[src/pkg/srxeof_pkg.sv]
package srxeof_pkg;

    localparam int unsigned ADDR_W = 4;
    localparam int unsigned DATA_W = 8;

    // Register offsets
    localparam logic [ADDR_W-1:0] ADDR_CTRL  = 4'h0;
    localparam logic [ADDR_W-1:0] ADDR_CMD   = 4'h1;
    localparam logic [ADDR_W-1:0] ADDR_IP    = 4'h2;
    localparam logic [ADDR_W-1:0] ADDR_MASK  = 4'h3;
    localparam logic [ADDR_W-1:0] ADDR_FSTAT = 4'h4;
    localparam logic [ADDR_W-1:0] ADDR_STAT  = 4'h5;

    // Control register fields
    localparam int unsigned CTRL_FIFO_EN  = 0;
    localparam int unsigned CTRL_MODE_LSB = 1;
    localparam int unsigned CTRL_RX_SRC   = 3;
    localparam int unsigned CTRL_TX_SRC   = 4;
    localparam int unsigned CTRL_DIV4     = 5;
    localparam int unsigned CTRL_RX_EN    = 6;
    localparam logic [DATA_W-1:0] CTRL_RST = 8'h00;

    // Command register bits
    localparam int unsigned CMD_RHIS    = 0;
    localparam int unsigned CMD_ERR_RST = 1;
    localparam int unsigned CMD_ACK     = 2;

    // Pending flags, mask uses the same layout
    localparam int unsigned IP_W    = 3;
    localparam int unsigned IP_RCA  = 0;
    localparam int unsigned IP_SPEC = 1;
    localparam int unsigned IP_EXT  = 2;
    localparam logic [IP_W-1:0] IP_RST   = 3'h0;
    localparam logic [IP_W-1:0] MASK_RST = 3'h0;

    // In-service flags
    localparam int unsigned IUS_EXT = 0;
    localparam int unsigned IUS_RX  = 1;

    // Frame status register fields
    localparam int unsigned FSTAT_OVF   = 7;
    localparam int unsigned FSTAT_VALID = 6;
    localparam logic [3:0]  FRAME_MAX   = 4'ha;

    // Data FIFO geometry
    localparam int unsigned DFIFO_DEPTH = 4;
    localparam int unsigned DFIFO_AW    = 2;
    localparam logic [2:0]  DFIFO_FULL  = 3'h4;

    // Bit rate limit: one bit per four peripheral clocks at most
    localparam logic [2:0] MIN_BIT_CYC = 3'h4;

    localparam logic [7:0] FLAG_BYTE = 8'h7e;

    typedef enum logic [1:0] {
        RXI_OFF,
        RXI_FIRST_SPEC,
        RXI_ALL,
        RXI_SPEC_ONLY
    } srxeof_rxi_e;

    typedef enum logic {
        DF_HUNT,
        DF_FRAME
    } srxeof_df_e;

endpackage

[src/pkg/srxeof_rx_if.sv]
`timescale 1ns/1ps
interface srxeof_rx_if;
    logic       rx_tick;
    logic       rx_bit;
    logic [7:0] data;
    logic       data_vld;
    logic       data_eof;
    logic       frame_end;

    modport src (output rx_tick, rx_bit);
    modport dfr (input rx_tick, rx_bit, output data, data_vld, data_eof, frame_end);
    modport snk (input data, data_vld, data_eof, frame_end);
endinterface

[src/srxeof_clk_sel.sv]
`timescale 1ns/1ps
module srxeof_clk_sel (
    input  wire logic  clk,          // Peripheral clock
    input  wire logic  rst_n,        // Synchronised reset
    input  wire logic  ce,           // Clock enable
    input  wire logic  clock_pin_a,  // Line clock pin a
    input  wire logic  clock_pin_b,  // Line clock pin b
    input  wire logic  rx_data_pin,  // Serial receive data
    input  wire logic  rx_src,       // Receive clock source, 1 selects pin b
    input  wire logic  tx_src,       // Transmit clock source, 1 selects pin b
    input  wire logic  div4,         // Internal divide-by-four bit clock
    srxeof_rx_if.src   lnk,          // Bit ticks toward the deframer
    output logic       tx_clk_lvl    // Filtered transmit clock level
);
    import srxeof_pkg::*;

    logic [2:0] s1_q, s2_q, s3_q, lvl_q;
    logic [2:0] gap_q;
    wire  [2:0] agree  = ~(s2_q ^ s3_q);
    wire  [2:0] lvl_d  = (agree & s3_q) | (~agree & lvl_q);
    wire        rx_now = rx_src ? lvl_q[1] : lvl_q[0];
    wire        rx_nxt = rx_src ? lvl_d[1] : lvl_d[0];
    // In divide-by-four the pin clock is not used, so no synchroniser delay applies
    wire        tick   = (gap_q == 3'h0) && (div4 || (rx_nxt && !rx_now));
    wire  [2:0] gap_d  = tick ? 3'(MIN_BIT_CYC - 3'h1) : ((gap_q != 3'h0) ? 3'(gap_q - 3'h1) : 3'h0);

    assign tx_clk_lvl = tx_src ? lvl_q[1] : lvl_q[0];

    always_ff @(posedge clk or negedge rst_n) begin
        if (!rst_n) begin
            s1_q        <= 3'h0;
            s2_q        <= 3'h0;
            s3_q        <= 3'h0;
            lvl_q       <= 3'h0;
            gap_q       <= 3'h0;
            lnk.rx_tick <= 1'b0;
            lnk.rx_bit  <= 1'b0;
        end else if (ce) begin
            s1_q        <= {rx_data_pin, clock_pin_b, clock_pin_a};
            s2_q        <= s1_q;
            s3_q        <= s2_q;
            lvl_q       <= lvl_d;
            gap_q       <= gap_d;
            lnk.rx_tick <= tick;
            lnk.rx_bit  <= lvl_d[2];
        end
    end

    rate_gap_a: assert property (
        @(posedge clk) disable iff (!rst_n || !ce)
        lnk.rx_tick |=> !lnk.rx_tick [*3]
    ) else $error("bit ticks closer than four clocks");

    div4_tick_a: assert property (
        @(posedge clk) disable iff (!rst_n || !ce)
        (div4 && lnk.rx_tick) ##1 div4 [*3] |=> lnk.rx_tick
    ) else $error("divide-by-four tick missing");

endmodule // srxeof_clk_sel

[src/srxeof_deframer.sv]
`timescale 1ns/1ps
module srxeof_deframer (
    input  wire logic  clk,    // Peripheral clock
    input  wire logic  rst_n,  // Synchronised reset
    input  wire logic  ce,     // Clock enable
    input  wire logic  rx_en,  // Receiver enable
    srxeof_rx_if.dfr   lnk     // Bits in, bytes out
);
    import srxeof_pkg::*;

    srxeof_df_e state_q;
    logic [7:0] sr_q, pend_q;
    logic [2:0] bitcnt_q;
    logic       pend_v_q;
    wire  [7:0] sr_nx   = {lnk.rx_bit, sr_q[7:1]};
    wire        is_flag = (sr_nx == FLAG_BYTE);

    // One byte is held back so that the closing flag can tag it as end of frame
    always_ff @(posedge clk or negedge rst_n) begin
        if (!rst_n) begin
            state_q       <= DF_HUNT;
            sr_q          <= 8'h00;
            pend_q        <= 8'h00;
            bitcnt_q      <= 3'h0;
            pend_v_q      <= 1'b0;
            lnk.data      <= 8'h00;
            lnk.data_vld  <= 1'b0;
            lnk.data_eof  <= 1'b0;
            lnk.frame_end <= 1'b0;
        end else if (ce) begin
            lnk.data_vld  <= 1'b0;
            lnk.data_eof  <= 1'b0;
            lnk.frame_end <= 1'b0;
            if (!rx_en) begin
                state_q  <= DF_HUNT;
                pend_v_q <= 1'b0;
            end else if (lnk.rx_tick) begin
                sr_q <= sr_nx;
                case (state_q)
                    DF_HUNT: begin
                        bitcnt_q <= 3'h0;
                        if (is_flag) begin
                            state_q <= DF_FRAME;
                        end
                    end
                    DF_FRAME: begin
                        if (is_flag) begin
                            bitcnt_q <= 3'h0;
                            if (pend_v_q) begin
                                lnk.data      <= pend_q;
                                lnk.data_vld  <= 1'b1;
                                lnk.data_eof  <= 1'b1;
                                lnk.frame_end <= 1'b1;
                                pend_v_q      <= 1'b0;
                            end
                        end else begin
                            bitcnt_q <= 3'(bitcnt_q + 3'h1);
                            if (bitcnt_q == 3'h7) begin
                                lnk.data     <= pend_q;
                                lnk.data_vld <= pend_v_q;
                                pend_q       <= sr_nx;
                                pend_v_q     <= 1'b1;
                            end
                        end
                    end
                    default: begin
                        state_q <= DF_HUNT;
                    end
                endcase
            end
        end
    end

endmodule // srxeof_deframer

[src/srxeof_top.sv]
// Local design decisions: the address map and the strobed register port.
`timescale 1ns/1ps
module srxeof_top (
    input  wire logic                          clk,          // Peripheral clock, 200 MHz
    input  wire logic                          nrst,         // Asynchronous reset, active low
    input  wire logic                          ce,           // Clock enable, freezes all state but the reset synchroniser when low
    input  wire logic [srxeof_pkg::ADDR_W-1:0] reg_addr,     // Register address
    input  wire logic [srxeof_pkg::DATA_W-1:0] reg_wdata,    // Register write data
    input  wire logic                          reg_wr,       // Register write strobe
    input  wire logic                          reg_rd,       // Register read strobe
    output logic      [srxeof_pkg::DATA_W-1:0] reg_rdata,    // Read data, cycle after the strobe
    input  wire logic                          clock_pin_a,  // Line clock pin a
    input  wire logic                          clock_pin_b,  // Line clock pin b
    input  wire logic                          rx_data_pin,  // Serial receive data pin
    input  wire logic                          ext_status_evt, // External status event pulse
    input  wire logic                          dma_rd,       // DMA read strobe
    output logic      [7:0]                    dma_data,     // Byte read by DMA
    output logic                               dma_eof,      // Byte read was end of frame
    output logic                               dma_ready,    // FIFO holds a readable byte
    output logic                               irq,          // Level interrupt, active high
    output logic                               int_od_o,     // Open-drain interrupt pin value
    output logic                               int_od_oe     // Open-drain pin driven low while high
);
    import srxeof_pkg::*;

    function automatic logic [DFIFO_AW-1:0] ptr_inc(input logic [DFIFO_AW-1:0] p);
        ptr_inc = DFIFO_AW'(p + 1'b1);
    endfunction

    logic [1:0] rst_sync_q;
    wire        rst_n = rst_sync_q[1];

    always_ff @(posedge clk or negedge nrst) begin
        if (!nrst) begin
            rst_sync_q <= 2'b00;
        end else begin
            rst_sync_q <= {rst_sync_q[0], 1'b1};
        end
    end

    srxeof_rx_if lnk ();
    logic tx_lvl;
    logic [DATA_W-1:0] ctrl_q;

    srxeof_clk_sel u_clk_sel (
        .clk         (clk),
        .rst_n       (rst_n),
        .ce          (ce),
        .clock_pin_a (clock_pin_a),
        .clock_pin_b (clock_pin_b),
        .rx_data_pin (rx_data_pin),
        .rx_src      (ctrl_q[CTRL_RX_SRC]),
        .tx_src      (ctrl_q[CTRL_TX_SRC]),
        .div4        (ctrl_q[CTRL_DIV4]),
        .lnk         (lnk.src),
        .tx_clk_lvl  (tx_lvl)
    );

    srxeof_deframer u_deframer (
        .clk   (clk),
        .rst_n (rst_n),
        .ce    (ce),
        .rx_en (ctrl_q[CTRL_RX_EN]),
        .lnk   (lnk.dfr)
    );

    logic [IP_W-1:0]     ip_q, mask_q;
    logic [1:0]          ius_q;
    logic                lock_q, first_q, fovf_q;
    logic [3:0]          fcnt_q;
    logic [8:0]          mem_q [DFIFO_DEPTH];
    logic [DFIFO_AW-1:0] wp_q, rp_q;
    logic [2:0]          lvl_q;

    // Register decode
    wire wr_ctrl  = reg_wr && (reg_addr == ADDR_CTRL);
    wire wr_cmd   = reg_wr && (reg_addr == ADDR_CMD);
    wire wr_ip    = reg_wr && (reg_addr == ADDR_IP);
    wire wr_mask  = reg_wr && (reg_addr == ADDR_MASK);
    wire rd_fstat = reg_rd && (reg_addr == ADDR_FSTAT);
    wire rhis     = wr_cmd && reg_wdata[CMD_RHIS];
    wire errr     = wr_cmd && reg_wdata[CMD_ERR_RST];
    wire ack      = wr_cmd && reg_wdata[CMD_ACK];

    // Mode decode
    wire         fifo_en    = ctrl_q[CTRL_FIFO_EN];
    srxeof_rxi_e rxi_mode;
    assign rxi_mode = srxeof_rxi_e'(ctrl_q[CTRL_MODE_LSB +: 2]);
    wire         spec_only  = fifo_en && (rxi_mode == RXI_SPEC_ONLY);
    wire         first_mode = (rxi_mode == RXI_FIRST_SPEC);
    wire         rx_irq_on  = (rxi_mode != RXI_OFF);

    // Data FIFO
    wire       full     = (lvl_q == DFIFO_FULL);
    wire       push_ok  = lnk.data_vld && !full;
    wire       overrun  = lnk.data_vld && full;
    wire       pop      = dma_rd && (lvl_q != 3'h0) && !lock_q;
    wire [8:0] head     = mem_q[rp_q];
    wire       eof_read = pop && head[8];
    wire [2:0] lvl_d    = 3'(lvl_q + {2'b00, push_ok} - {2'b00, pop});

    // Pending flag events; a set always wins over a clear in the same cycle
    wire set_rca  = (eof_read && spec_only)
                 || (push_ok && ((rxi_mode == RXI_ALL) || (first_mode && first_q)));
    wire set_spec = rx_irq_on && ((eof_read && !spec_only) || overrun);
    wire [IP_W-1:0] ev_set  = {ext_status_evt, set_spec, set_rca};
    wire [IP_W-1:0] w1c     = wr_ip ? reg_wdata[IP_W-1:0] : IP_RST;
    // A locked special condition ignores write-one-to-clear and waits for error reset
    wire [IP_W-1:0] w1c_eff = w1c & ~({IP_W{lock_q}} & (IP_W'(1) << IP_SPEC));
    wire [IP_W-1:0] hw_clr  = ({IP_W{rhis && spec_only}} & (IP_W'(1) << IP_RCA))
                            | ({IP_W{errr}} & (IP_W'(1) << IP_SPEC));
    wire [IP_W-1:0] ip_d    = (ip_q & ~(w1c_eff | hw_clr)) | ev_set;
    wire [IP_W-1:0] mask_d  = wr_mask ? reg_wdata[IP_W-1:0] : mask_q;
    wire            int_d   = |(ip_d & mask_d);

    wire lock_d = !spec_only && ((eof_read && rx_irq_on) || (lock_q && !errr));

    // In-service flags: receive outranks external status
    wire       rx_pend = ip_q[IP_RCA] || ip_q[IP_SPEC];
    wire [1:0] ius_set = !ack ? 2'b00 : rx_pend ? 2'b10 : ip_q[IP_EXT] ? 2'b01 : 2'b00;
    wire [1:0] ius_clr = !rhis ? 2'b00 : ius_q[IUS_RX] ? 2'b10 : 2'b01;
    wire [1:0] ius_d   = (ius_q & ~ius_clr) | ius_set;

    // Frame counter; overflow clears on read only outside anti-lock
    wire       fend   = lnk.frame_end && fifo_en;
    wire       fpop   = rd_fstat && (fcnt_q != 4'h0);
    wire       fovf_d = fifo_en && ((fend && (fcnt_q == FRAME_MAX)) || (fovf_q && !(rd_fstat && !spec_only)));
    wire       finc   = fend && (fcnt_q != FRAME_MAX);
    wire [3:0] fcnt_d = !fifo_en ? 4'h0 : 4'(fcnt_q + {3'h0, finc} - {3'h0, fpop});

    wire [7:0] fstat_val = {fovf_q, (fcnt_q != 4'h0), 2'b00, fcnt_q};
    wire [7:0] stat_val  = {1'b0, lock_q, ius_q, tx_lvl, lvl_q};
    wire [7:0] rd_mux    = (reg_addr == ADDR_CTRL)  ? ctrl_q
                         : (reg_addr == ADDR_IP)    ? {5'h00, ip_q}
                         : (reg_addr == ADDR_MASK)  ? {5'h00, mask_q}
                         : (reg_addr == ADDR_FSTAT) ? fstat_val
                         : (reg_addr == ADDR_STAT)  ? stat_val
                         : 8'h00;

    always_ff @(posedge clk or negedge rst_n) begin
        if (!rst_n) begin
            ctrl_q <= CTRL_RST;
            mask_q <= MASK_RST;
            ip_q   <= IP_RST;
            ius_q  <= 2'b00;
            lock_q <= 1'b0;
        end else if (ce) begin
            ctrl_q <= wr_ctrl ? reg_wdata : ctrl_q;
            mask_q <= mask_d;
            ip_q   <= ip_d;
            ius_q  <= ius_d;
            lock_q <= lock_d;
        end
    end

    always_ff @(posedge clk or negedge rst_n) begin
        if (!rst_n) begin
            first_q <= 1'b1;
            fcnt_q  <= 4'h0;
            fovf_q  <= 1'b0;
            wp_q    <= '0;
            rp_q    <= '0;
            lvl_q   <= 3'h0;
        end else if (ce) begin
            first_q <= lnk.frame_end || (first_q && !push_ok);
            fcnt_q  <= fcnt_d;
            fovf_q  <= fovf_d;
            wp_q    <= push_ok ? ptr_inc(wp_q) : wp_q;
            rp_q    <= pop ? ptr_inc(rp_q) : rp_q;
            lvl_q   <= lvl_d;
        end
    end

    // Storage has no reset; contents are only read behind the level count
    always_ff @(posedge clk) begin
        if (ce && push_ok) begin
            mem_q[wp_q] <= {lnk.data_eof, lnk.data};
        end
    end

    always_ff @(posedge clk or negedge rst_n) begin
        if (!rst_n) begin
            reg_rdata <= 8'h00;
            dma_data  <= 8'h00;
            dma_eof   <= 1'b0;
            dma_ready <= 1'b0;
            irq       <= 1'b0;
            int_od_o  <= 1'b0;
            int_od_oe <= 1'b0;
        end else if (ce) begin
            reg_rdata <= reg_rd ? rd_mux : 8'h00;
            dma_data  <= pop ? head[7:0] : dma_data;
            dma_eof   <= pop ? head[8] : dma_eof;
            dma_ready <= (lvl_d != 3'h0) && !lock_d;
            irq       <= int_d;
            // Open-drain pin only ever pulls low; the enable carries the interrupt
            int_od_o  <= 1'b0;
            int_od_oe <= int_d;
        end
    end

    eof_rca_a: assert property (
        @(posedge clk) disable iff (!rst_n || !ce)
        eof_read && spec_only && !overrun |=> ip_q[IP_RCA] && (!ip_q[IP_SPEC] || $past(ip_q[IP_SPEC]))
    ) else $error("end of frame did not raise character-available");

    no_lock_a: assert property (
        @(posedge clk) disable iff (!rst_n || !ce)
        spec_only |=> !lock_q
    ) else $error("data FIFO locked in special-only mode");

    eof_pin_a: assert property (
        @(posedge clk) disable iff (!rst_n || !ce)
        eof_read && spec_only && mask_d[IP_RCA] |=> int_od_oe && irq && (int_od_o == 1'b0)
    ) else $error("interrupt pin not driven after end-of-frame read");

    rhis_rca_a: assert property (
        @(posedge clk) disable iff (!rst_n || !ce)
        rhis && spec_only && !set_rca |=> !ip_q[IP_RCA]
    ) else $error("reset-highest left character-available pending");

    lock_eof_a: assert property (
        @(posedge clk) disable iff (!rst_n || !ce)
        first_mode && eof_read ##1 (!errr && first_mode) [*2] |-> lock_q && ip_q[IP_SPEC] && !dma_ready
    ) else $error("FIFO not locked after end of frame");

    rhis_keep_a: assert property (
        @(posedge clk) disable iff (!rst_n || !ce)
        first_mode && rhis && !errr |=> (ip_q & $past(ip_q)) == $past(ip_q)
    ) else $error("reset-highest changed a pending flag");

    frame_valid_a: assert property (
        @(posedge clk) disable iff (!rst_n || !ce)
        rd_fstat |=> reg_rdata[FSTAT_VALID] == ($past(fcnt_q) != 4'h0)
    ) else $error("frame valid bit wrong");

    ius_clear_a: assert property (
        @(posedge clk) disable iff (!rst_n || !ce)
        rhis && !ack && ius_q[IUS_RX] |=> !ius_q[IUS_RX] && (ius_q[IUS_EXT] == $past(ius_q[IUS_EXT]))
    ) else $error("reset-highest cleared the wrong in-service flag");

endmodule // srxeof_top

[config.mk]
export PLATFORM = sky130hd
export DESIGN_NAME = srxeof_top
export DESIGN_NICKNAME = d
export VERILOG_FILES = /design/src/pkg/srxeof_pkg.sv /design/src/pkg/srxeof_rx_if.sv /design/src/srxeof_clk_sel.sv /design/src/srxeof_deframer.sv /design/src/srxeof_top.sv
export SDC_FILE = /design/constraint.sdc
export NUM_CORES = 1
export LEC_CHECK = 0
export BUFFER_PORTS_ARGS = -buffer_cell sky130_fd_sc_hd__buf_4
export CAP_MARGIN = 20
export CORE_MARGIN = 2
export CORE_UTILIZATION = 49
export DETAILED_ROUTE_END_ITERATION = 10
export PLACE_DENSITY = 0.67
export SYNTH_ARGS = -nofsm -noshare
export SYNTH_HDL_FRONTEND = slang
export SYNTH_HIERARCHICAL = 1
export SYNTH_SLANG_ARGS = --single-unit
export TNS_END_PERCENT = 5
[constraint.sdc]
create_clock -name clk -period 8 [get_ports clk]
set_input_delay 0.4 -clock clk [delete_from_list [all_inputs] [get_ports clk]]
set_output_delay 0.4 -clock clk [all_outputs]
set_load 0.02 [all_outputs]
Word level (Yosys, flattened, before mapping)
Memory sizes are Yosys's and may differ from the RTL's.
Cells that the tools add are included.
{"block": "classes", "n_eq_ne": 17, "add_sub_neg": 8, "n_reduce_logical": 68, "n_bitwise": 19, "muxes": 45}
{"op": "8-bit 2-to-1 mux", "n": 8}
{"op": "1-bit logical AND", "n": 35}
{"op": "1-bit 2-to-1 mux", "n": 25}
{"op": "3-bit bitwise AND", "n": 5}
{"op": "3-bit 2-to-1 mux", "n": 5}
{"op": "6-bit AND reduction", "n": 2}
{"op": "3-bit NOT", "n": 3}
{"op": "3-bit nonzero test", "n": 3}
{"op": "4-bit by 2-bit == test with 1-bit output, second input constant", "n": 2}
{"op": "4-bit by 3-bit == test with 1-bit output, second input constant", "n": 2}
{"op": "8-bit by 7-bit == test with 1-bit output, second input constant", "n": 1}
{"op": "1-bit zero test", "n": 8}
{"op": "1-bit logical OR", "n": 8}
{"op": "2-bit 2-to-1 mux", "n": 4}
{"op": "2-bit AND reduction", "n": 4}
{"op": "7-bit 2-to-1 mux", "n": 1}
{"op": "3-bit == test, second input constant", "n": 2}
{"op": "2-bit by 1-bit inequality test with 1-bit output, second input constant", "n": 3}
{"op": "3-bit bitwise OR", "n": 2}
{"op": "3-bit one-hot mux with 2 select lines", "n": 1}
{"op": "2-bit by 1-bit adder with 2-bit output, second input constant", "n": 2}
{"op": "4-bit by 1-bit adder with 4-bit output", "n": 1}
{"op": "2-bit == test, second input constant", "n": 2}
{"op": "4-bit by 1-bit == test with 1-bit output, second input constant", "n": 1}
{"op": "other kinds (25)", "n": 27}
{"block": "totals", "reg_bits": 99, "n_memories": 1, "mem_bits_rw": 36, "word_cells": 190}
{"memory": "mem_q", "depth": 4, "word_bits": 9, "read_ports": 1, "rd_clocked_by_memory_dff": 0, "wr": 1, "line": "srxeof_top.sv:71", "rtl": "logic [8:0] mem_q [DFIFO_DEPTH];"}

Longest topological paths before layout
Gate-level depths: netlist of run 1.
{"block": "logic_depth", "depth_word": 11, "depth_mapped": 11}

Cells and area by module
Netlist of run 1, hierarchy kept.
{"mod": "srxeof_top", "cells_per_inst": 302, "area_each_um2": 4047.6, "instances": 1}
{"mod": "srxeof_deframer", "cells_per_inst": 104, "area_each_um2": 1322.5, "instances": 1}
{"mod": "srxeof_clk_sel", "cells_per_inst": 54, "area_each_um2": 721.9, "instances": 1}

Worst setup path after synthesis of run 1
No wires, ideal clock.
{"block": "synth_timing", "path_type": "flip-flop to flip-flop", "from": "reg, netlist name lvl_q[1]", "to": "reg dma_ready", "setup_slack_ns": 5.423, "path_stages_with_launch": 11, "n_path_buf": 0, "period_less_slack_ns": 2.577, "arrival_time_ns": 2.457, "required_ns": 7.880, "cell_sequence": "dfrtp_1 > nor3_1 > nor3b_2 > ha_1 > inv_1 > ha_1 > fa_1 > xor2_1 > xnor2_1 > or3_1 > a31o_2"}
{"item": "end signal, assigned", "line": "srxeof_top.sv:194", "rtl": "dma_ready <= (lvl_d != 3'h0) && !lock_d;"}
{"item": "end, declared", "line": "srxeof_top.sv:19", "rtl": "output logic dma_ready,"}

==> out/results.ini, run 1 <==
[timing]
worst_hold_slack_ns=0.197
min_period_over_period_pct=34.7
report.final.hold_viol_count=0
timing_worst_slew_pin_value_ns=0.797
clock.fmax_ghz=0.360
finalSetupViolations=0
timing.final.crit_period_ns=2.78
grt_setup_unrepaired=no
maxSlewHeadroom_pct=46.9
fin_skew_ns=0.00679
setup_tns_ns=0
report.final.slew_viol_count=0

[setup_path]
path_max_fanout=5
crit_top_cell=ha_1
cp.arrival_ns=3.08
critical_path_required_ns=8.30
max_stage_delay_ns=0.44
r2r.worst_path.cells=10
critPathSlowestCell=dfrtp_1
critical_path.endpoint_type=flop
worstSetupPathType=flop to flop
regToRegSetupSlack_ns=5.22
reg2reg_from=lvl_q[2]
cp_cell_sequence=nor3_1 -> nor3b_2 -> ha_1 -> inv_1 -> ha_1 -> fa_1 -> xor2_1 -> xnor2_1 -> or3_1 -> a31o_2
r2r-end=dma_ready
critical_path.startpoint_type=flop

[logic_synthesis]
synthesis.nets=498
syn_inst=460
ys_types=68
ys_async_sr_fraction_pct=72.9
synth-seq-area-share_pct=57.6
post_synth_instance_area_um2=6090
synthesis.area_per_instance_um2=13.2
ys_warn_count=6
ys_seq_elements=133
yosys_most_used_dff=dfrtp_1
synth-edff-count=36

[run]
maxCapViolations=0

[finish]
layout.cells.most_common_list=dfrtp_1, buf_4, nand2_1
fraction_of_layout_cells_with_a_size_suffix_above_1_pct=27.2
fillers=993
num_antenna_cells=0
final_net_count=539
final_design_area_no_fill_um2=7080
layout.cells.most_common=dfrtp_1
flow.area_growth_from_synthesis_pct=16.2

[floorplanning]
floorplan.io_pins=43
std_cell_rows=40
fp.dieW_um=116
initial_utilization_pct=50.5
dieHeight_um=116
core-area_um2=12100
design.die.area_um2=13300

[routing]
detail_route.vias_per_cell=5.43
drt-initial-drc-count=223
drt-pass1-iter-count=5
routedWlPerCell_um=16.2
routed_wl_mm=11.1
drc_errors=0
antenna_violating_nets_post_route=0
routed-via-count=3704

[clock_network]
cts.clk_slew.worst_paths_ns=0.06
tritoncts=yes
insertion_delay_ns=0.42
tritoncts.num_buffers=17
max-clock-path-buffers=2
clkSinkCount=133
post_cts.repair.setup_buffers=0
clk_root_buffer_cell=clkbuf_16
cts_max_level=4

[power_and_ir_drop]
report.power.total_mw=1.96
cellPowerDensity_nw_per_um2=277
ir_worst_vdd_mv=0.199
power_leakage_nw=3.16

[placed_design]
dp.final_hpwl_mm=7.46
finalWeightedCongestion=0.824
dpl-instance-area_um2=6480
numPortBuffers=41

[grt]
global_route.usage.total_pct=18.3
grt.overflow.total=0
maximum_number_of_pins_on_one_net_before_global_route_repair=64
grt_pass1_vias=3814
grt_pass1_wl_mm=18.8
number_of_antenna_violations_at_the_first_check_in_global_routing=0

[min_path]
holdPathStages=2
min-delay-start=rx_data_pin
worst_hold_path_type=primary input to flop
min_to=u_clk_sel/s1_q[2]

[run_status]
run_status=complete, no violations

## power by group
part	internal (mW)	switching, mW	total [mW]
registers	0.776	0.100	0.877
logic	0.174	0.154	0.328
clock network	0.454	0.306	0.760
total	1.40	0.560	1.96
## cell type report
class | count | area [µm²] | share of cell area, %
clock inverters | 13 | 136 | 1.93
inverters | 22 | 82.6 | 1.17
clock buffers | 19 | 453 | 6.40
multi-input cells | 284 | 2360 | 33.3
flip-flops and latches | 133 | 3510 | 49.6
well taps | 168 | 210 | 2.97
repair buffers | 43 | 325 | 4.59
## how the worst max path moves through the flow
stage | start | end | slack, ns
after detailed placement | lvl_q[2] | dma_ready | 5.25
after global routing | lvl_q[1] | dma_ready | 5.07
after CTS | lvl_q[1] | dma_ready | 5.23
after global placement | lvl_q[2] | dma_ready | 5.31
after floorplan | rst_sync_q[1] | ctrl_q[0] | 5.10
final | lvl_q[2] | dma_ready | 5.22
## metrics by stage
stage                     utilization [%]  setup slack [ns]  std cells
after global routing                 58.7              5.07        682
after floorplan                         -              5.10        460
after detailed placement             53.7              5.25        649
after global placement               53.7              5.31        649
final                                58.7              5.22        682
after CTS                            58.7              5.23        682
## cells by family after synthesis
group                      after synthesis  share of synthesized area [%]
buffers and inverters                   43                           3.64
xor gates and xnor gates                 9                           1.29
other                                    2                          0.123
adders and majority gates               16                           3.53
muxes                                   62                           13.5
AOI/OAI and AO/OA                       83                           9.49
DFF                                    133                           57.6
and+or+nand+nor                        112                           10.8
## sequential cells by signal, summed over array words and instances (netlist names), 2 cells and up, named ones only
register / flops
ip_q: 3
u_clk_sel/s3_q: 3
mask_q: 3
reg_rdata: 8
u_deframer/pend_q: 8
rst_sync_q: 2
ius_q: 2
fcnt_q: 4
rp_q: 2
wp_q: 2
mem_q: 36
u_clk_sel/gap_q: 3
ctrl_q: 8
dma_data: 8
lvl_q: 3
u_clk_sel/lvl_q: 2
u_deframer/lnk.data: 8
u_clk_sel/s2_q: 3
u_deframer/bitcnt_q: 3
u_deframer/sr_q: 7
u_clk_sel/s1_q: 3
## synthesized netlist by cell type, drive strengths merged, types with 2 or more instances
master / n / area share (%)
o21a: 4 / 0.49
nor4b: 3 / 0.68
a21o: 2 / 0.25
a21oi: 18 / 1.5
a211oi: 2 / 0.25
and2: 5 / 0.51
a22o: 4 / 0.58
xnor2: 7 / 1.0
dfrtp: 96 / 39
buf: 16 / 2.0
nand4: 2 / 0.21
a31oi: 3 / 0.31
xor2: 2 / 0.29
a2bb2oi: 3 / 0.43
nand4b: 2 / 0.64
or3: 2 / 0.21
o2bb2ai: 8 / 1.2
fa: 2 / 0.66
nor3: 2 / 0.16
clkbuf: 5 / 0.33
mux2: 48 / 9.4
nor2: 18 / 1.1
mux4: 9 / 3.3
o22ai: 8 / 0.82
nand2: 40 / 2.5
nand2b: 4 / 0.41
and3: 3 / 0.31
nor3b: 7 / 1.0
inv: 22 / 1.4
o21ai: 17 / 1.4
nor2b: 5 / 0.51
a32oi: 2 / 0.29
o311ai: 2 / 0.41
nand3: 11 / 1.1
a22oi: 3 / 0.37
conb: 2 / 0.12
edfxtp: 36 / 18
ha: 14 / 2.9
mux2i: 5 / 0.82
## per-layer routing
layer | global-route usage (%) | share of wire, %
met5 | 0 | 0
met1 | 24.4 | 46
met2 | 28.9 | 49
met4 | 5.62 | 0.48
met3 | 5.81 | 4.6
## worst max-delay path: cells and delay by family, from the launching register on
family | cells | cell delay, ns
xor gates and xnor gates | 2 | 0.31
adders and majority gates | 3 | 0.87
and+or+nand+nor | 3 | 0.74
DFF | 1 | 0.44
AOI/OAI and AO/OA | 1 | 0.25
buffers and inverters | 1 | 0.04
## what timing repair did
item                      CTS  global route
hold buffers                1             0
gates resized for setup     0             0
hold endpoints to repair    2             0
Note: power is estimated with default switching activity, not from simulation.
==> run 2, diff against run 1 <==
ABC_AREA = 1   (was not set)
PLACE_DENSITY = 0.69   (was 0.67)
clock period = 2.4 ns   (was 8 ns; I/O delays follow)
==> run 2 against run 1 <==
Via count grew 22%. First-iteration DRC count increased by 75%. Maximum frequency up 23%. Register-to-register slack lost 5.1 ns. Largest cell class unchanged. Sequential power rose to 3.3 times the previous value. Combinational power grew to 4.5 times the previous value. Clock power rose to 3.6 times the previous value. Hold slack got worse by 0.18 ns. Highest routed layer unchanged. Worst setup slack got worse by 5.1 ns.
==> out/results.ini, run 2 <==
[routing]
routedWlPerCell_um=14.4  ; was 16.2 µm
drt-initial-drc-count=391  ; was 223
top_signal_layer_used=met4  ; unchanged
routed_wl_mm=12.6  ; was 11.1 mm
drt-pass1-iter-count=5  ; unchanged
route.met2.wl_mm=5.95  ; was 5.42 mm
detailroute.wirelength.met3_um=730  ; was 506 µm
drc_errors=0  ; unchanged
routed-via-count=4526  ; was 3704
antenna_violating_nets_post_route=0  ; unchanged
m1WireLength_mm=5.80  ; was 5.08 mm
detail_route.vias_per_cell=5.15  ; was 5.43

[logic_synthesis]
synth.top_cells.by_area=dfrtp_1, edfxtp_1, nand2_1, o21ai_0, inv_1  ; was dfrtp_1, edfxtp_1, mux2_2, mux4_2, ha_1
post_synth_instance_area_um2=6160  ; was 6090 µm²
yosys_most_used_dff=dfrtp_1  ; unchanged
synth_compound_gate_area_share_pct=10.4  ; was 9.49%
synth-seq-area-share_pct=57.0  ; was 57.6%
synthesis.area_per_instance_um2=9.68  ; was 13.2 µm²
synth_top_family_by_area=simple AND/OR/NAND/NOR gates  ; was multiplexers
ys_warn_count=6  ; unchanged
synthesis.nets=674  ; was 498
ys_async_sr_fraction_pct=72.9  ; unchanged
netlist_top_cells_count=nand2_1, dfrtp_1, inv_1, o21ai_0, nor2_1  ; was dfrtp_1, nand2_1, edfxtp_1, mux2_2, inv_1
syn_inst=636  ; was 460
simple_gate_share_of_the_synthesized_area_pct=19.8  ; was 10.8%
netlist.area_leader.share_pct=39.0  ; was 39.4%
synth_mux_area_share_pct=2.50  ; was 13.5%
post-synth-top-area-cell=dfrtp_1  ; unchanged
synth_most_common_cell=nand2_1  ; was dfrtp_1
ys_seq_elements=133  ; unchanged
synthAdderAreaFrac_pct=3.49  ; was 3.53%
synth-edff-count=36  ; unchanged
synth_xor_area_share_pct=0.569  ; was 1.29%
ys_types=48  ; was 68

[floorplanning]
std_cell_rows=40  ; unchanged
dieHeight_um=116  ; about the same
core-area_um2=12200  ; was 12100 µm²
floorplan.io_pins=43  ; unchanged
initial_utilization_pct=50.6  ; was 50.5%
fp.dieW_um=116  ; about the same
design.die.area_um2=13500  ; was 13300 µm²

[setup_path]
critical_path_required_ns=2.73  ; was 8.30 ns
critical_path.endpoint_type=flop  ; unchanged
max_stage_delay_ns=0.38  ; was 0.44 ns
critPathSlowestCell=dfrtp_1  ; unchanged
critical_path.startpoint_type=flop  ; unchanged
cp.arrival_ns=2.59  ; was 3.08 ns
path_max_fanout=4  ; was 5
cp_cell_sequence=inv_2 -> nand2_1 -> nor2_1 -> nor2_1 -> inv_1 -> ha_1 -> inv_1 -> ha_1 -> fa_1 -> xnor2_1 -> nor3_1 -> o31ai_1  ; was nor3_1 -> nor3b_2 -> ha_1 -> inv_1 -> ha_1 -> fa_1 -> xor2_1 -> xnor2_1 -> or3_1 -> a31o_2
worstSetupPathType=flop to flop  ; unchanged

[finish]
layout.cells.most_common=nand2_1  ; was dfrtp_1
layout.cells.most_common_list=nand2_1, dfrtp_1, inv_1  ; was dfrtp_1, buf_4, nand2_1
largest_reg_flops=36  ; unchanged
post-route-util_pct=60.6  ; was 58.7%
fraction_of_layout_cells_with_a_size_suffix_above_1_pct=18.8  ; was 27.2%
final_net_count=736  ; was 539
flow.area_growth_from_synthesis_pct=19.7  ; was 16.2%
num_antenna_cells=0  ; unchanged
top_register=mem_q  ; unchanged

[grt]
grt.overflow.total=0  ; unchanged
number_of_antenna_violations_at_the_first_check_in_global_routing=0  ; unchanged
grt_pass1_vias=4492  ; was 3814
maximum_number_of_pins_on_one_net_before_global_route_repair=55  ; was 64
grt_pass1_wl_mm=21.2  ; was 18.8 mm
global_route.usage.total_pct=20.7  ; was 18.3%

[clock_network]
cts_max_level=4  ; unchanged
tritoncts.num_buffers=17  ; unchanged
tritoncts=yes  ; unchanged
clk_root_buffer_cell=clkbuf_16  ; unchanged
max-clock-path-buffers=2  ; unchanged
clkSinkCount=133  ; unchanged
post_cts.repair.setup_buffers=0  ; unchanged
cts.clk_slew.worst_paths_ns=0.06  ; about the same
insertion_delay_ns=0.42  ; about the same

[power_and_ir_drop]
clockPowerShare_pct=38.5  ; was 38.7%
power.sequential.fraction_pct=40.7  ; was 44.6%
cell_internal_pwr_mw=4.97  ; was 1.40 mW
power_leakage_nw=3.46  ; was 3.16 nW
cellPowerDensity_nw_per_um2=962  ; was 277 nW/µm²
ir_worst_vdd_mv=0.519  ; was 0.199 mV
p_switching_mw=2.11  ; was 560 µW
comb_power_share_pct=20.8  ; was 16.7%
fraction_of_power_spent_switching_nets_pct=29.8  ; was 28.5%

[timing]
timing_worst_slew_pin_value_ns=0.580  ; was 0.797 ns
timing.final.crit_period_ns=2.27  ; was 2.78 ns
clock.fmax_ghz=0.441  ; was 0.360 GHz
fin_skew_ns=0.00884  ; was 0.00679 ns
report.final.slew_viol_count=0  ; unchanged
grt_setup_unrepaired=no  ; unchanged
finalSetupViolations=0  ; unchanged
min_period_over_period_pct=94.4  ; was 34.7%
post-route-worst-setup-slack_ns=0.134  ; was 5.22 ns
setup_tns_ns=0  ; unchanged
maxSlewHeadroom_pct=61.3  ; was 46.9%
report.final.hold_viol_count=0  ; unchanged

[run]
maxCapViolations=0  ; unchanged

[placed_design]
finalWeightedCongestion=0.893  ; was 0.824
dp.final_hpwl_mm=8.69  ; was 7.46 mm
numPortBuffers=41  ; unchanged
minimum_setup_slack_after_placement_ns=0.155  ; was 5.25 ns

[run_status]
run_status=complete, no violations  ; unchanged

[min_path]
worst_hold_path_type=primary input to flop  ; unchanged

## run 2: cell types whose count changed after synthesis, sizes merged, moves of 7 or more
cell | previous run | this run
o2bb2ai | 8 | 0
mux4 | 9 | 0
mux2 | 48 | 13
nand3 | 11 | 40
nand2 | 40 | 167
a21oi | 18 | 10
inv | 22 | 68
o21ai | 17 | 66
nor2 | 18 | 60
nor3b | 7 | 0
## run 2: cell type report
type                            count  area [µm²]
Fill cell                        1055        4790
Clock buffer                       19         443
Clock inverter                     13         181
Sequential cell                   133        3510
Inverter                           69         259
Tap cell                          168         210
Multi-Input combinational cell    416        2270
Timing Repair Buffer               61         495
## run 2: worst paths after layout
| check | slack (ns) | startpoint | to | depth (start not counted) |
|---|---|---|---|---|
| max | 0.13 | lvl_q[1] | dma_ready | 12 |
| min | 0.02 | reg_wdata[2] | ctrl_q[2] | 3 |
| max reg2reg | 0.13 | lvl_q[1] | dma_ready | 12 |
| min reg2reg | 0.33 | rst_sync_q[1] | u_clk_sel/s3_q[1] | 0 |
| max in group asynchronous | 1.33 | rst_sync_q[1] | first_q | 1 |
| min in group asynchronous | 0.33 | rst_sync_q[1] | u_clk_sel/s3_q[1] | 0 |
## run 2: through the flow
step                      area, µm²  power (mW)  cells  hold slack (ns)
after CTS                      7370        7.15    879          0.00722
after global routing           7370        7.48    879           0.0225
after detailed placement       6650        4.39    837          -0.0975
after floorplan                6160        3.90    636           -0.176
after global placement         6650        4.31    837          -0.0977
final                          7370        7.09    879           0.0181
## run 2: power by group through the flow
stage	logic [mW]	clock network [mW]	registers (mW)
after floorplan	0.925	0	2.97
after global placement	1.40	0	2.91
after detailed placement	1.47	0	2.92
after CTS	1.48	2.78	2.89
after global routing	1.66	2.88	2.94
final	1.48	2.73	2.89
## run 2: cells by family after synthesis
family | Yosys count
compound gates | 107
other cells | 2
flops | 133
mux | 13
simple gates | 274
fa+ha+maj | 16
xor+xnor | 4
buf+inv | 87
## run 2: worst max-delay path: cells and delay by family (launching register included)
kind            cells  cell delay [ns]
compound gates      1             0.18
xor+xnor            1             0.22
fa+ha+maj           3             0.86
buf+inv             3             0.21
flops               1             0.38
simple gates        4             0.33
## run 2: timing repair
item	in CTS	in global routing
hold buffers	10	0
endpoints found under the setup margin	0	1
hold endpoints to repair	10	0
gates resized for setup	0	1
## run 2: layer usage
metal / vias to the layer above / GRT usage (%)
met5: - / 0
met4: 0 / 8.73
met3: 20 / 6.07
met2: 101 / 31.8
met1: 2187 / 27.7
li1: 2218 / -
==> run 3, diff against run 2 <==
BUFFER_PORTS_ARGS = not set   (was -buffer_cell sky130_fd_sc_hd__buf_4)
DONT_BUFFER_PORTS = 1   (was not set)
PLACE_DENSITY = 0.66   (was 0.69)
==> run 3 against run 2 <==
Non-clock buffer count decreased by 31. Final cell count decreased by 3.5%. Global-route usage up 0.12 points. Worst setup slack got worse by 0.049 ns. Register-to-register slack worse by 0.05 ns. Hold slack better by 0.0033 ns. Sequential share of layout area grew 1.7 points. Final area down 3.5%. Maximum frequency fell by 2.1%. Clock power fell by 11%. Combinational power down 18%. Via count decreased by 2.0%.
==> out/results.ini, run 3 (synthesis gave the netlist of run 2 again) <==
[setup_path]
critical_path.endpoint_type=flop  ; unchanged
critical_path_required_ns=2.72  ; was 2.73 ns
cp_top_family=adder cells  ; unchanged
cp_cell_sequence=inv_2 -> nand2_1 -> nor2_1 -> nor2_1 -> inv_1 -> ha_1 -> inv_1 -> ha_1 -> fa_1 -> xnor2_2 -> nor3_1 -> o31ai_1  ; was inv_2 -> nand2_1 -> nor2_1 -> nor2_1 -> inv_1 -> ha_1 -> inv_1 -> ha_1 -> fa_1 -> xnor2_1 -> nor3_1 -> o31ai_1
critical_path_cell_count=12  ; unchanged
reg2reg_from=lvl_q[1]  ; unchanged
cp.arrival_ns=2.64  ; was 2.59 ns
regToRegSetupSlack_ns=0.08  ; was 0.13 ns
max_stage_delay_ns=0.41  ; was 0.38 ns
critical_path.startpoint_type=flop  ; unchanged
cp_num_buf_inv=3  ; unchanged
critPathSlowestCell=fa_1  ; was dfrtp_1
setup.worst_path.end=dma_ready  ; unchanged
worstSetupPathType=flop to flop  ; unchanged
r2r.worst_path.cells=12  ; unchanged
path_max_fanout=4  ; unchanged
r2r-end=dma_ready  ; unchanged
critPathLaunch=lvl_q[1]  ; unchanged

[power_and_ir_drop]
power_leakage_nw=3.28  ; was 3.46 nW
report.power.total_mw=6.66  ; was 7.09 mW
cellPowerDensity_nw_per_um2=936  ; was 962 nW/µm²
ir_worst_vdd_mv=0.497  ; was 0.519 mV

[clock_network]
max-clock-path-buffers=2  ; unchanged
insertion_delay_ns=0.42  ; about the same
tritoncts=yes  ; unchanged
clk_root_buffer_cell=clkbuf_16  ; unchanged
clkSinkCount=133  ; unchanged
tritoncts.num_buffers=17  ; unchanged
cts_max_level=4  ; unchanged
cts.clk_slew.worst_paths_ns=0.06  ; about the same

[grt]
grt_pass1_wl_mm=21.3  ; was 21.2 mm
grt_most_used_layer=met2  ; unchanged
met2_usage_in_global_routing_pct=31.7  ; was 31.8%
global_route.usage.total_pct=20.8  ; was 20.7%
grt.overflow.total=0  ; unchanged
grt_util_met3_pct=6.75  ; was 6.07%
maximum_number_of_pins_on_one_net_before_global_route_repair=46  ; was 55
number_of_antenna_violations_at_the_first_check_in_global_routing=0  ; unchanged
met1_usage_pct=27.8  ; was 27.7%
grt_pass1_vias=4340  ; was 4492

[routing]
drc_errors=0  ; unchanged
routedWlPerCell_um=14.9  ; was 14.4 µm
drt-initial-drc-count=389  ; was 391
drt-pass1-iter-count=5  ; unchanged
antenna_violating_nets_post_route=0  ; unchanged
detail_route.vias_per_cell=5.23  ; was 5.15
routed-via-count=4436  ; was 4526
routed_wl_mm=12.6  ; about the same

[run_status]
run_status=complete, no violations  ; unchanged

[finish]
final_net_count=705  ; was 736
layout.cells.most_common_list=nand2_1, dfrtp_1, inv_1  ; unchanged
flow.area_growth_from_synthesis_pct=15.4  ; was 19.7%
post-route-util_pct=58.5  ; was 60.6%
fillers=1017  ; was 1055
num_antenna_cells=0  ; unchanged
top_register=mem_q  ; unchanged
final_cell_count_no_fill=848  ; was 879
layout.cells.most_common=nand2_1  ; unchanged
fraction_of_layout_cells_with_a_size_suffix_above_1_pct=14.1  ; was 18.8%
largest_reg_flops=36  ; unchanged

[placed_design]
numPortBuffers=0  ; was 41
placed_instances=796  ; was 837
dp.final_hpwl_mm=8.43  ; was 8.69 mm
finalWeightedCongestion=0.917  ; was 0.893

[timing]
fin_skew_ns=0.00699  ; was 0.00884 ns
timing_worst_slew_pin_value_ns=0.618  ; was 0.580 ns
min_period_over_period_pct=96.5  ; was 94.4%
maxSlewHeadroom_pct=58.8  ; was 61.3%
finalSetupViolations=0  ; unchanged
clock.fmax_ghz=0.432  ; was 0.441 GHz
timing.final.crit_period_ns=2.32  ; was 2.27 ns
report.final.slew_viol_count=0  ; unchanged
report.final.hold_viol_count=0  ; unchanged

[floorplanning]
initial_utilization_pct=50.6  ; unchanged
design.die.area_um2=13500  ; unchanged
fp.dieW_um=116  ; unchanged
core-area_um2=12200  ; unchanged
std_cell_rows=40  ; unchanged
dieHeight_um=116  ; unchanged
floorplan.io_pins=43  ; unchanged

[run]
maxCapViolations=0  ; unchanged

[min_path]
worst_hold_path_type=primary input to flop  ; unchanged

run 3: cell count changes in the layout (fill, tap and decap cells not counted), moves of 2 or more:
cell           before  now
buf_4              50   11
bufinv_16           4    1
dlygate4sd3_1      10   17
inv_6               0    2
clkinv_4            1    4
run 3: tightest hold or removal path, cell delays in order:
cell     delay (ns)
buf_12         0.16
nand2_1        0.08
nand2_1        0.04
run 3: power breakdown:
| group | internal (mW) | switching (mW) | leakage, nW |
|---|---|---|---|
| clock network | 1.43 | 0.996 | 0.259 |
| logic | 0.494 | 0.714 | 1.44 |
| registers | 2.62 | 0.407 | 1.58 |
| total | 4.54 | 2.12 | 3.28 |
run 3: worst min path at each step:
stage               slack (ns)                end  startpoint  cells after the start
floorplan                -0.18      rst_sync_q[0]        nrst                      0
global placement         -0.18      rst_sync_q[0]        nrst                      0
detailed placement       -0.18      rst_sync_q[0]        nrst                      0
CTS                      0.009  u_clk_sel/s2_q[0]          ce                      3
finish                    0.02          mask_q[1]          ce                      3
global route              0.03  u_clk_sel/s1_q[2]          ce                      3
run 3: metal layers:
layer | up-vias | share of wire, %
met5 | - | 0
met4 | 0 | 1.7
met3 | 20 | 6.8
met2 | 147 | 47
met1 | 2102 | 45
li1 | 2167 | -
run 3: repair_timing:
action                                  4_1_cts  5_1_grt
hold buffers                                 18        0
resized for setup                             0        1
endpoints found under the hold margin        50        0
endpoints found under the setup margin        0        1
buffers inserted                              0        2
run 3: cell type report:
class	count	area [µm²]	area share, %
sequential	133	3510	49.4
multi-input combinational	416	2270	32.0
clock buffer	18	429	6.04
timing repair buffer	30	293	4.12
inverter	69	259	3.64
tap	168	210	2.96
clock inverter	14	130	1.83
run 3: through the flow:
| stage | instance area (µm²) | setup WS (ns) | hold WS, ns | TNS (ns) |
|---|---|---|---|---|
| after floorplan | 6160 | 0.353 | -0.176 | 0 |
| after global placement | 6340 | 0.285 | -0.176 | 0 |
| after detailed placement | 6340 | 0.137 | -0.176 | 0 |
| after CTS | 7090 | 0.126 | 0.00925 | 0 |
| after global routing | 7110 | -0.127 | 0.0263 | -0.130 |
| final | 7110 | 0.0850 | 0.0214 | 0 |
